==> src/codec_port_pkg.sv <==
// Constants and types for the serial audio codec port
// Summary of operation
// - All four stereo modes share one serial format; only line counts differ.
// - Mode 4 drives three output lines and takes one input line.
// - Frame pin carries LRCK, clock pin SCLK; modes 4 to 7 set line roles.
// - Full duplex, two slots per frame; slot 0 left, slot 1 right.
// - Each slot is 32 serial clocks, 64 per LRCK period.
// - Serial clock is divided down from the codec master clock.
// - LRCK has 50% duty, low for left slot and high for right.
// - LRCK changes on the falling serial clock edge.
// - Transmit data launched on falling edges, receive sampled on rising edges.
// - Sample MSB appears one serial clock after the LRCK edge.
// - Each output and input line has its own 24-bit shift register.
// - Widths 16, 18, 20 or 24 bits; unused slot bits padded with zeros. With short_frame_i set, every width is cut to 15 bits.
// - No command or status words travel on the serial audio link.
// - A 32-to-1 serial clock to LRCK ratio is also supported.
// - Fourteen DMA slot bits 0 to 13; each line slot maps distinctly.
// - Output line n maps left to DMA slot n-1, right to n+3.
// - Input line n maps left to DMA slot n-1, right to n+3.
// - Mode 0 has two-way frame and clock pins, data out, data in, reset out.
package codec_port_pkg;

  localparam int SAMPLE_W = 24;
  localparam int NUM_OUT = 4;
  localparam int NUM_IN = 3;
  localparam int DMA_SLOTS = 14;
  localparam int RIGHT_SLOT_OFS = 4;
  localparam logic [5:0] SLOT_CLKS_STD = 6'h20;
  localparam logic [5:0] SLOT_CLKS_SHORT = 6'h10;
  localparam logic [7:0] MCLK_DIV_DEFAULT = 8'h02;

  typedef enum logic [2:0] {
    MODE_GP = 3'h0,
    MODE_OUT3_IN1 = 3'h4,
    MODE_OUT2_IN2 = 3'h5,
    MODE_OUT1_IN3 = 3'h6,
    MODE_OUT4_IN0 = 3'h7
  } port_mode_t;

  typedef enum logic [1:0] {
    WIDTH_16 = 2'h0,
    WIDTH_18 = 2'h1,
    WIDTH_20 = 2'h2,
    WIDTH_24 = 2'h3
  } sample_width_t;

  typedef enum logic [2:0] {
    ST_IDLE = 3'b001,
    ST_LEFT = 3'b010,
    ST_RIGHT = 3'b100
  } frame_state_t;

endpackage

==> src/codec_port_i2s.sv <==
// Stereo serial audio port master with per-line shift registers
`timescale 1ns/100ps
module codec_port_i2s
  import codec_port_pkg::*;
#(
  parameter int FIFO_DEPTH = 4
) (
  input wire logic ref_clk_i,
  input wire logic rst_i,
  // Configuration
  input wire logic enable_i,
  input wire logic [2:0] mode_i,
  input wire logic [1:0] width_i,
  input wire logic short_frame_i,
  input wire logic [7:0] sclk_div_i,
  input wire logic mclk_en_i,
  // Transmit samples, one word per line and channel, ordered by DMA slot
  input wire logic tx_valid_i,
  output logic tx_ready_o,
  input wire logic [SAMPLE_W-1:0] tx_data_i,
  input wire logic [3:0] tx_dma_slot_i,
  // Receive samples
  output logic rx_valid_o,
  input wire logic rx_ready_i,
  output logic [SAMPLE_W-1:0] rx_data_o,
  output logic [3:0] rx_dma_slot_o,
  output logic rx_overrun_o,
  output logic tx_underrun_o,
  // Pins
  output logic port_frame_pin_o,
  output logic port_frame_pin_oe_o,
  input wire logic port_frame_pin_i,
  output logic port_clock_pin_o,
  output logic port_clock_pin_oe_o,
  input wire logic port_clock_pin_i,
  output logic port_data_out_pin_o,
  output logic port_data_in_pin_o,
  output logic port_data_in_pin_oe_o,
  input wire logic port_data_in_pin_i,
  output logic codec_reset_pin_o,
  output logic codec_reset_pin_oe_o,
  input wire logic codec_reset_pin_i,
  output logic port_extra_pin_o,
  output logic port_extra_pin_oe_o,
  input wire logic port_extra_pin_i,
  // General-purpose mode data
  input wire logic gp_data_out_i,
  output logic gp_data_in_o,
  input wire logic gp_frame_oe_i,
  input wire logic gp_frame_i,
  input wire logic gp_clock_oe_i,
  input wire logic gp_clock_i,
  output logic gp_frame_o,
  output logic gp_clock_o,
  input wire logic codec_reset_i
);

  // ------------------------------------------------------------
  // Mode decode
  // ------------------------------------------------------------
  logic [NUM_OUT-1:0] out_act;
  logic [NUM_IN-1:0] in_act;
  logic i2s_mode;

  always_comb begin
    out_act = '0;
    in_act = '0;
    i2s_mode = 1'b1;
    case (mode_i)
      MODE_OUT3_IN1: begin
        out_act = 4'b0111;
        in_act = 3'b001;
      end
      MODE_OUT2_IN2: begin
        out_act = 4'b0011;
        in_act = 3'b011;
      end
      MODE_OUT1_IN3: begin
        out_act = 4'b0001;
        in_act = 3'b111;
      end
      MODE_OUT4_IN0: begin
        out_act = 4'b1111;
      end
      default: begin
        i2s_mode = 1'b0;
      end
    endcase
  end

  // ------------------------------------------------------------
  // Serial clock divider: one enable per half period
  // ------------------------------------------------------------
  logic [7:0] div_r;
  logic half_tick;
  logic sclk_r;
  logic run;

  assign run = enable_i & i2s_mode & mclk_en_i;
  assign half_tick = run & (div_r == '0);

  always_ff @(posedge ref_clk_i) begin
    if (rst_i) begin
      div_r <= '0;
    end else if (!run || div_r == '0) begin
      div_r <= (sclk_div_i == '0) ? '0 : sclk_div_i - 8'h01;
    end else begin
      div_r <= div_r - 8'h01;
    end
  end

  always_ff @(posedge ref_clk_i) begin
    if (rst_i || !run) begin
      sclk_r <= 1'b0;
    end else if (half_tick) begin
      sclk_r <= ~sclk_r;
    end
  end

  logic fall_tick;
  logic rise_tick;
  assign fall_tick = half_tick & sclk_r;
  assign rise_tick = half_tick & ~sclk_r;

  // ------------------------------------------------------------
  // Frame sequencer
  // ------------------------------------------------------------
  frame_state_t state_r;
  logic [5:0] bit_r;
  logic lrck_r;
  logic [5:0] slot_len;
  logic [4:0] wbits;

  assign slot_len = short_frame_i ? SLOT_CLKS_SHORT : SLOT_CLKS_STD;
  always_comb begin
    case (width_i)
      WIDTH_16: wbits = 5'd16;
      WIDTH_18: wbits = 5'd18;
      WIDTH_20: wbits = 5'd20;
      default: wbits = 5'd24;
    endcase
    if (short_frame_i && wbits > 5'd15) begin
      wbits = 5'd15;
    end
  end

  always_ff @(posedge ref_clk_i) begin
    if (rst_i || !run) begin
      state_r <= ST_IDLE;
      bit_r <= '0;
      lrck_r <= 1'b0;
    end else if (fall_tick) begin
      case (state_r)
        ST_IDLE: begin
          state_r <= ST_LEFT;
          bit_r <= '0;
          lrck_r <= 1'b0;
        end
        ST_LEFT: begin
          if (bit_r == slot_len - 6'h01) begin
            state_r <= ST_RIGHT;
            bit_r <= '0;
            lrck_r <= 1'b1;
          end else begin
            bit_r <= bit_r + 6'h01;
          end
        end
        ST_RIGHT: begin
          if (bit_r == slot_len - 6'h01) begin
            state_r <= ST_LEFT;
            bit_r <= '0;
            lrck_r <= 1'b0;
          end else begin
            bit_r <= bit_r + 6'h01;
          end
        end
        default: begin
          state_r <= ST_IDLE;
        end
      endcase
    end
  end

  logic slot_end;
  logic right_now;
  assign slot_end = fall_tick & (state_r != ST_IDLE) & (bit_r == slot_len - 6'h01);
  assign right_now = (state_r == ST_LEFT); // Slot about to begin at slot_end

  // ------------------------------------------------------------
  // Transmit path: FIFO then per-line holding words
  // ------------------------------------------------------------
  logic fifo_valid;
  logic fifo_ready;
  logic [SAMPLE_W+3:0] fifo_data;
  logic [SAMPLE_W-1:0] hold_r [NUM_OUT*2];
  logic [SAMPLE_W-1:0] tx_sh_r [NUM_OUT];
  logic [3:0] fslot;
  logic [NUM_OUT-1:0] txd;

  sample_fifo #(
    .WIDTH(SAMPLE_W + 4),
    .DEPTH(FIFO_DEPTH)
  ) u_tx_fifo (
    .ref_clk_i(ref_clk_i),
    .rst_i(rst_i),
    .in_valid_i(tx_valid_i),
    .in_ready_o(tx_ready_o),
    .in_data_i({tx_dma_slot_i, tx_data_i}),
    .out_valid_o(fifo_valid),
    .out_ready_i(fifo_ready),
    .out_data_o(fifo_data)
  );

  // Holding buffer filled between frames; stalls FIFO once loaded
  logic [NUM_OUT*2-1:0] hold_full_r;
  logic [2:0] hidx;
  assign fslot = fifo_data[SAMPLE_W+3:SAMPLE_W];
  assign hidx = {fslot[2], fslot[1:0]};
  assign fifo_ready = fifo_valid & ~hold_full_r[hidx];

  always_ff @(posedge ref_clk_i) begin
    if (fifo_ready) begin
      hold_r[hidx] <= fifo_data[SAMPLE_W-1:0];
    end
  end

  genvar g;
  generate
    for (g = 0; g < NUM_OUT; g++) begin : g_tx
      logic [SAMPLE_W-1:0] next_word;
      logic [SAMPLE_W-1:0] mask;
      assign mask = {SAMPLE_W{1'b1}} << (SAMPLE_W - int'(wbits));
      // Empty holding word goes out as zeros
      assign next_word = (right_now ? (hold_full_r[g + RIGHT_SLOT_OFS] ? hold_r[g + RIGHT_SLOT_OFS] : '0)
        : (hold_full_r[g] ? hold_r[g] : '0)) & mask;
      // Line stays low for the clock right after the frame edge
      assign txd[g] = tx_sh_r[g][SAMPLE_W-1] & (bit_r != 6'h00);
      always_ff @(posedge ref_clk_i) begin
        if (rst_i || !run || !out_act[g]) begin
          tx_sh_r[g] <= '0;
        end else if (slot_end) begin
          tx_sh_r[g] <= next_word;
        end else if (fall_tick && state_r != ST_IDLE && bit_r != 6'h00) begin
          tx_sh_r[g] <= {tx_sh_r[g][SAMPLE_W-2:0], 1'b0};
        end
      end
    end
  endgenerate

  always_ff @(posedge ref_clk_i) begin
    if (rst_i) begin
      hold_full_r <= '0;
      tx_underrun_o <= 1'b0;
    end else begin
      for (int k = 0; k < NUM_OUT*2; k++) begin
        if (fifo_ready && hidx == 3'(k)) begin
          hold_full_r[k] <= 1'b1;
        end else if (slot_end && ((right_now && k >= RIGHT_SLOT_OFS) || (!right_now && k < RIGHT_SLOT_OFS))) begin
          hold_full_r[k] <= 1'b0;
        end
      end
      tx_underrun_o <= slot_end & |(out_act & ~(right_now ? hold_full_r[7:4] : hold_full_r[3:0]));
    end
  end

  // ------------------------------------------------------------
  // Receive path: per-line shift registers, sampled on rising edges
  // ------------------------------------------------------------
  logic [NUM_IN-1:0] sdin;
  logic [SAMPLE_W-1:0] rx_sh_r [NUM_IN];
  logic [SAMPLE_W-1:0] rx_cap_r [NUM_IN];
  logic [NUM_IN-1:0] rx_pend_r;
  logic rx_right_r;

  always_comb begin
    sdin = '0;
    case (mode_i)
      MODE_OUT3_IN1: sdin = {2'b00, port_extra_pin_i};
      MODE_OUT2_IN2: sdin = {1'b0, port_extra_pin_i, codec_reset_pin_i};
      MODE_OUT1_IN3: sdin = {port_extra_pin_i, codec_reset_pin_i, port_data_in_pin_i};
      default: sdin = '0;
    endcase
  end

  generate
    for (g = 0; g < NUM_IN; g++) begin : g_rx
      always_ff @(posedge ref_clk_i) begin
        if (rst_i || !run) begin
          rx_sh_r[g] <= '0;
        end else if (rise_tick && in_act[g] && state_r != ST_IDLE && bit_r != 6'h00 && bit_r <= 6'(wbits)) begin
          rx_sh_r[g] <= rx_sh_r[g] | (SAMPLE_W'(sdin[g]) << (SAMPLE_W - int'(bit_r)));
        end else if (slot_end) begin
          rx_sh_r[g] <= '0;
        end
      end
      always_ff @(posedge ref_clk_i) begin
        if (slot_end) begin
          rx_cap_r[g] <= rx_sh_r[g];
        end
      end
    end
  endgenerate

  // Capture words drained in line order; overrun if a frame half is lost
  logic [1:0] rx_sel;
  always_comb begin
    rx_sel = 2'd0;
    if (rx_pend_r[0]) begin
      rx_sel = 2'd0;
    end else if (rx_pend_r[1]) begin
      rx_sel = 2'd1;
    end else begin
      rx_sel = 2'd2;
    end
  end

  assign rx_valid_o = |rx_pend_r;
  assign rx_data_o = rx_cap_r[rx_sel];
  assign rx_dma_slot_o = {1'b0, rx_right_r, rx_sel};

  always_ff @(posedge ref_clk_i) begin
    if (rst_i) begin
      rx_pend_r <= '0;
      rx_right_r <= 1'b0;
      rx_overrun_o <= 1'b0;
    end else begin
      rx_overrun_o <= 1'b0;
      if (slot_end && run) begin
        rx_pend_r <= in_act;
        rx_right_r <= (state_r == ST_RIGHT);
        rx_overrun_o <= |rx_pend_r;
      end else if (rx_valid_o && rx_ready_i) begin
        rx_pend_r[rx_sel] <= 1'b0;
      end
    end
  end

  // ------------------------------------------------------------
  // Pin multiplexing; no command words on the link
  // ------------------------------------------------------------
  always_comb begin
    port_frame_pin_o = lrck_r;
    port_frame_pin_oe_o = 1'b1;
    port_clock_pin_o = sclk_r;
    port_clock_pin_oe_o = 1'b1;
    port_data_out_pin_o = txd[0];
    port_data_in_pin_o = 1'b0;
    port_data_in_pin_oe_o = 1'b0;
    codec_reset_pin_o = 1'b0;
    codec_reset_pin_oe_o = 1'b0;
    port_extra_pin_o = 1'b0;
    port_extra_pin_oe_o = 1'b0;
    case (mode_i)
      MODE_OUT3_IN1: begin
        port_data_in_pin_o = txd[1];
        port_data_in_pin_oe_o = 1'b1;
        codec_reset_pin_o = txd[2];
        codec_reset_pin_oe_o = 1'b1;
      end
      MODE_OUT2_IN2: begin
        port_data_in_pin_o = txd[1];
        port_data_in_pin_oe_o = 1'b1;
      end
      MODE_OUT4_IN0: begin
        port_data_in_pin_o = txd[1];
        port_data_in_pin_oe_o = 1'b1;
        codec_reset_pin_o = txd[2];
        codec_reset_pin_oe_o = 1'b1;
        port_extra_pin_o = txd[3];
        port_extra_pin_oe_o = 1'b1;
      end
      MODE_OUT1_IN3: begin
      end
      default: begin
        port_frame_pin_o = gp_frame_i;
        port_frame_pin_oe_o = gp_frame_oe_i;
        port_clock_pin_o = gp_clock_i;
        port_clock_pin_oe_o = gp_clock_oe_i;
        port_data_out_pin_o = gp_data_out_i;
        codec_reset_pin_o = codec_reset_i;
        codec_reset_pin_oe_o = 1'b1;
      end
    endcase
  end

  assign gp_data_in_o = port_data_in_pin_i;
  assign gp_frame_o = port_frame_pin_i;
  assign gp_clock_o = port_clock_pin_i;

  // ------------------------------------------------------------
  // Checks
  // ------------------------------------------------------------
  a_lrck_on_fall: assert property (@(posedge ref_clk_i) disable iff (rst_i)
    $changed(lrck_r) && run |-> $past(fall_tick)) else $error("LRCK moved off a falling edge");
  a_lrck_idle_low: assert property (@(posedge ref_clk_i) disable iff (rst_i)
    !run |=> !lrck_r && tx_sh_r[0] == '0) else $error("LRCK or data high while idle");
  a_msb_delay: assert property (@(posedge ref_clk_i) disable iff (rst_i)
    state_r != ST_IDLE && bit_r == 6'h00 |-> !port_data_out_pin_o) else $error("Data bit on frame edge clock");
  a_slot_len_std: assert property (@(posedge ref_clk_i) disable iff (rst_i)
    !short_frame_i |-> bit_r < 6'd32) else $error("Slot longer than 32 clocks");
  a_right_high: assert property (@(posedge ref_clk_i) disable iff (rst_i)
    state_r == ST_RIGHT |-> lrck_r) else $error("LRCK low in right slot");
  a_left_low: assert property (@(posedge ref_clk_i) disable iff (rst_i)
    state_r == ST_LEFT |-> !lrck_r) else $error("LRCK high in left slot");
  a_msb_load: assert property (@(posedge ref_clk_i) disable iff (rst_i)
    slot_end && out_act[0] |=> tx_sh_r[0] == $past(g_tx[0].next_word)) else $error("MSB not loaded at slot");
  a_pad_zero: assert property (@(posedge ref_clk_i) disable iff (rst_i)
    width_i == WIDTH_16 && !short_frame_i |-> tx_sh_r[0][7:0] == 8'h00) else $error("Pad bits not zero");
  a_mode7_noin: assert property (@(posedge ref_clk_i) disable iff (rst_i)
    mode_i == MODE_OUT4_IN0 |-> port_extra_pin_oe_o && in_act == '0) else $error("Mode 7 pin roles wrong");
  a_rx_slot_map: assert property (@(posedge ref_clk_i) disable iff (rst_i)
    rx_valid_o |-> rx_dma_slot_o != 4'd3 && rx_dma_slot_o < 4'd7) else $error("Bad receive DMA slot");
endmodule

==> src/sample_fifo.sv <==
// Small synchronous FIFO for sample words
`timescale 1ns/100ps
module sample_fifo #(
  parameter int WIDTH = 24,
  parameter int DEPTH = 4
) (
  input wire logic ref_clk_i,
  input wire logic rst_i,
  input wire logic in_valid_i,
  output logic in_ready_o,
  input wire logic [WIDTH-1:0] in_data_i,
  output logic out_valid_o,
  input wire logic out_ready_i,
  output logic [WIDTH-1:0] out_data_o
);
  localparam int AW = $clog2(DEPTH);
  logic [WIDTH-1:0] mem_r [DEPTH];
  logic [AW-1:0] wr_r;
  logic [AW-1:0] rd_r;
  logic [AW:0] cnt_r;
  logic push;
  logic pop;

  assign in_ready_o = (cnt_r != (AW+1)'(DEPTH));
  assign out_valid_o = (cnt_r != '0);
  assign push = in_valid_i & in_ready_o;
  assign pop = out_valid_o & out_ready_i;
  assign out_data_o = mem_r[rd_r];

  always_ff @(posedge ref_clk_i) begin
    if (push) begin
      mem_r[wr_r] <= in_data_i;
    end
  end

  always_ff @(posedge ref_clk_i) begin
    if (rst_i) begin
      wr_r <= '0;
      rd_r <= '0;
      cnt_r <= '0;
    end else begin
      if (push) begin
        wr_r <= (wr_r == AW'(DEPTH-1)) ? '0 : wr_r + 1'b1;
      end
      if (pop) begin
        rd_r <= (rd_r == AW'(DEPTH-1)) ? '0 : rd_r + 1'b1;
      end
      cnt_r <= cnt_r + (AW+1)'(push) - (AW+1)'(pop);
    end
  end
endmodule
==> config.mk <==
export PLATFORM = sky130hd
export DESIGN_NAME = codec_port_i2s
export DESIGN_NICKNAME = d
export VERILOG_FILES = /design/src/codec_port_pkg.sv /design/src/codec_port_i2s.sv /design/src/sample_fifo.sv
export SDC_FILE = /design/constraint.sdc
export NUM_CORES = 1
export LEC_CHECK = 0
export ABC_AREA = 1
export BUFFER_PORTS_ARGS = -buffer_cell sky130_fd_sc_hd__buf_2
export CAP_MARGIN = 30
export CORE_MARGIN = 3
export CORE_UTILIZATION = 39
export CTS_BUF_LIST = sky130_fd_sc_hd__clkbuf_4 sky130_fd_sc_hd__clkbuf_8
export DETAILED_ROUTE_END_ITERATION = 8
export GPL_TIMING_DRIVEN = 0
export PLACE_DENSITY = 0.51
export SYNTH_ARGS = -nofsm -noshare
export SYNTH_HDL_FRONTEND = slang
export SYNTH_SLANG_ARGS = --single-unit
==> constraint.sdc <==
create_clock -name ref_clk_i -period 5.1 [get_ports ref_clk_i]
set_input_delay 0.51 -clock ref_clk_i [delete_from_list [all_inputs] [get_ports ref_clk_i]]
set_output_delay 0.51 -clock ref_clk_i [all_outputs]
set_load 0.02 [all_outputs]
==> impl_metrics.ini <==
[global_route]
grt_start_max_net_pins = 55
antenna_found_initial = 1
grt_pass1_wl_um = 98300
track_usage_pct = 20.1
grt-ovfl-total = 0
grt_pass1_vias = 16300

[setup_path]
path_class = reg -> reg
slowest_stage = or2_2
critPathBufInv = 4
cpLargestDelayFamily = simple AND/OR/NAND/NOR gates
path_cells = buf_2 -> inv_2 -> ha_1 -> nand2_1 -> nor2_1 -> nand3_1 -> nand2_1 -> nor3_4 -> buf_2 -> buf_4 -> or2_2
worstPathMaxFanout = 24
cp.arrival_ns = 4.05
startpoint_type = register
worst-r2r-setup-slack_ns = 1.38
r2r-start = bit_r[0]$_SDFFE_PP0P_
cp-end-kind = register
required_ns = 5.43
rr_worst_depth = 11
critPathMaxStageDelay_ns = 0.52
r2r_end = tx_sh_r[0][4]$_DFFE_PP_

[floorplanning]
start_util_pct = 39.8
core_um2 = 60800
chipWidth_um = 255
ioPinCount = 105
die_height_um = 255
dieArea_um2 = 65000
placementRows = 90

[power]
cellPowerDensity_nw_per_um2 = 446
max-vdd-ir-drop_mv = 0.322
p_leak_nw = 10.1
power.switching_w = 0.00370
p_int_w = 0.00898
power_frac_seq_pct = 49.5
combPwrFrac_pct = 17.7
power_frac_clock_pct = 32.7
switching_share_pct = 29.2

[route]
wire_per_inst_um = 20.2
antenna_left = 0
dr.pass1.iters = 7
routed_wl_um = 64400
wirelength_met1_um = 29300
route.met3.wl_um = 2990
via_per_inst = 5.14
drt_iter0_drc = 1191
top_layer_used = met4
drc_errors = 0
met2_length_um = 30600
vias = 16400

[timing]
max_freq_mhz = 269
drv_slew = 0
period_share_pct = 72.9
setup_tns_ns = 0
setup_viol = 0
clock_skew_ns = 0.0560
rsz0062_at_grt = no
setup_ws_ns = 1.38
worst_pin_slew_ns = 1.02
finalHoldViolations = 0
maxSlewHeadroom_pct = 31.7
period_minus_slack_ns = 3.72

[finish]
layout-drive-gt1-share_pct = 15.1
area_delta_synth_final_pct = 17.5
nNetsFinal = 2414
fin_util_pct = 46.7
stdcell_area_um2 = 28400

[synth]
synth.avg_cell_area_um2 = 11.7
yosys_warnings = 0
synth_ff_type = edfxtp_1
synth_edf_count = 540
synth_top_family_by_area = simple AND/OR/NAND/NOR gates
syn_inst = 2072
synth-xor-area-share_pct = 0.357
synth-seq-cells = 582
syn-num-nets = 2150
syn_area_um2 = 24200
synth-simple-area-share_pct = 14.3
synth_compound_area_share_pct = 8.85
seq_area_frac_synth_pct = 70.5
synth.area.mux_share_pct = 0
synth-adder-area-share_pct = 1.01
synth-async-reset-ratio_pct = 0
synth_cell_type_count = 46

[placement]
gp_congestion = 0.801
numPortBuffers = 99
dpl_cell_area_um2 = 26200
dpl_worst_slack_ns = 1.22
dp_hpwl_um = 44700

[outcome]
outcome = finished clean

[clock_tree]
post_cts_resized = 0
clock_sinks = 582
clk_pin_slew_worst_paths_ns = 0.06
h-tree-depth = 3
root_buffer = clkbuf_8
cts_tree = done
cts_made_buffers = 100
max-clock-path-buffers = 3
clk-insertion-delay-late_ns = 0.72

[worst_hold_path]
holdPathEnd = u_tx_fifo.mem_r[1][19]$_DFFE_PP_
hold_class = in -> reg
min_from = tx_data_i[19]
min_path_cells = 1

[flow_run]
maxCapViolCount = 0
==> logic make-up (layout without fill, tap and decap cells) <==
logic type	after synthesis	count (layout)
AOI/OAI and AO/OA	357	357
xor gates and xnor gates	9	9
adders and majority gates	19	19
buffers and inverters	295	627
DFF	582	582
other	1	2
and+or+nand+nor	809	809
==> placed cells by master (no fill, tap or decap), types with 26 or more instances in the layout <==
master,netlist,routed
edfxtp_1,540,540
nand4_1,40,40
clkbuf_1,61,61
clkbuf_8,0,107
dfxtp_1,42,42
a21oi_1,109,109
o21ai_0,86,86
o22ai_1,26,26
nand2_1,372,372
buf_4,8,28
clkbuf_4,0,29
buf_2,26,125
nand3_1,113,113
inv_1,179,179
a22oi_1,91,91
nor2_1,223,219
==> repair_timing <==
action,CTS,global route
setup buffers,0,0
hold endpoints to repair,98,0
hold buffers,25,0
==> per-stage QoR <==
step | hold slack (ns) | instances | power (W)
6_report | 0.0555 | 3187 | 0.0127
5_1_grt | 0.0213 | 3187 | 0.0133
4_1_cts | 0.00431 | 3184 | 0.0128
3_5_place_dp | 0.434 | 2989 | 0.00862
3_3_place_gp | 0.429 | 2953 | 0.00834
2_1_floorplan | 0.426 | 2072 | 0.00745
==> worst max path at each step <==
stage | to | slack (ns) | start | cells past startpoint
after floorplan | tx_sh_r[2][0]$_SDFFCE_PP0P_ | 2.26 | mode_i[2] | 7
after detailed placement | tx_sh_r[3][19]$_DFFE_PP_ | 1.22 | mode_i[2] | 8
after global routing | tx_sh_r[0][5]$_DFFE_PP_ | 1.18 | bit_r[0]$_SDFFE_PP0P_ | 11
after global placement | tx_sh_r[1][19]$_DFFE_PP_ | 0.68 | mode_i[2] | 4
after CTS | tx_sh_r[0][5]$_DFFE_PP_ | 1.35 | bit_r[0]$_SDFFE_PP0P_ | 11
final | tx_sh_r[0][4]$_DFFE_PP_ | 1.38 | bit_r[0]$_SDFFE_PP0P_ | 11
==> cell type report <==
cell class              count  area [um2]
well taps                 782         978
clock inverters            34         245
repair buffers            162        1280
multi-input cells        1195        5970
inverters                 194         728
clock buffers             136        1690
diodes                      1        2.50
flip-flops and latches    582       17100
fillers                  5646       32400
plain buffers             101         457
==> cells in the mapped netlist, types with 2 or more instances <==
master | n | share of area (%)
or2_2 | 7 | 0.18
o31ai_1 | 22 | 0.68
edfxtp_1 | 540 | 67
and2_1 | 2 | 0.052
a21oi_1 | 109 | 2.3
a22o_1 | 5 | 0.18
inv_2 | 9 | 0.14
nand3_1 | 113 | 2.3
a22oi_1 | 91 | 2.8
clkbuf_1 | 61 | 0.95
buf_1 | 4 | 0.062
nor2_1 | 223 | 3.5
nand2_2 | 3 | 0.078
nand2_1 | 372 | 5.8
xnor2_1 | 3 | 0.11
nor4_1 | 10 | 0.26
ha_1 | 18 | 0.93
clkinv_1 | 6 | 0.093
nor2_4 | 3 | 0.14
nand4_1 | 40 | 1.0
nand2_4 | 2 | 0.093
buf_2 | 26 | 0.54
o22ai_1 | 26 | 0.67
inv_1 | 179 | 2.8
xor2_1 | 5 | 0.18
o21ai_1 | 9 | 0.19
buf_4 | 8 | 0.25
dfxtp_1 | 42 | 3.5
o21ai_0 | 86 | 1.8
buf_6 | 2 | 0.093
nor2_2 | 7 | 0.18
a31oi_1 | 5 | 0.13
nor3_1 | 21 | 0.43
==> registers in the layout, indices dropped and copies added (netlist names), 2 cells and up, named ones only <==
| name | flops |
|---|---|
| bit_r | 6 |
| div_r | 8 |
| hold_full_r | 8 |
| hold_r | 192 |
| rx_cap_r | 72 |
| rx_pend_r | 3 |
| rx_sh_r | 72 |
| state_r | 3 |
| tx_sh_r | 96 |
| u_tx_fifo.cnt_r | 3 |
| u_tx_fifo.mem_r | 108 |
| u_tx_fifo.rd_r | 2 |
| u_tx_fifo.wr_r | 2 |
==> power groups by stage <==
stage | Clock [W] | Combinational, W | Sequential (W)
2_1_floorplan | 0 | 0.00111 | 0.00634
3_3_place_gp | 0 | 0.00195 | 0.00639
3_5_place_dp | 0 | 0.00224 | 0.00638
4_1_cts | 0.00424 | 0.00227 | 0.00629
5_1_grt | 0.00445 | 0.00248 | 0.00633
6_report | 0.00415 | 0.00225 | 0.00628
==> routing by layer <==
metal | vias up | track usage (%)
met1 | 8006 | 27.8
met2 | 405 | 33.0
met4 | 0 | 5.51
met3 | 110 | 3.24
li1 | 7868 | -
met5 | - | 0
Note: power is estimated with default switching activity, not from simulation.
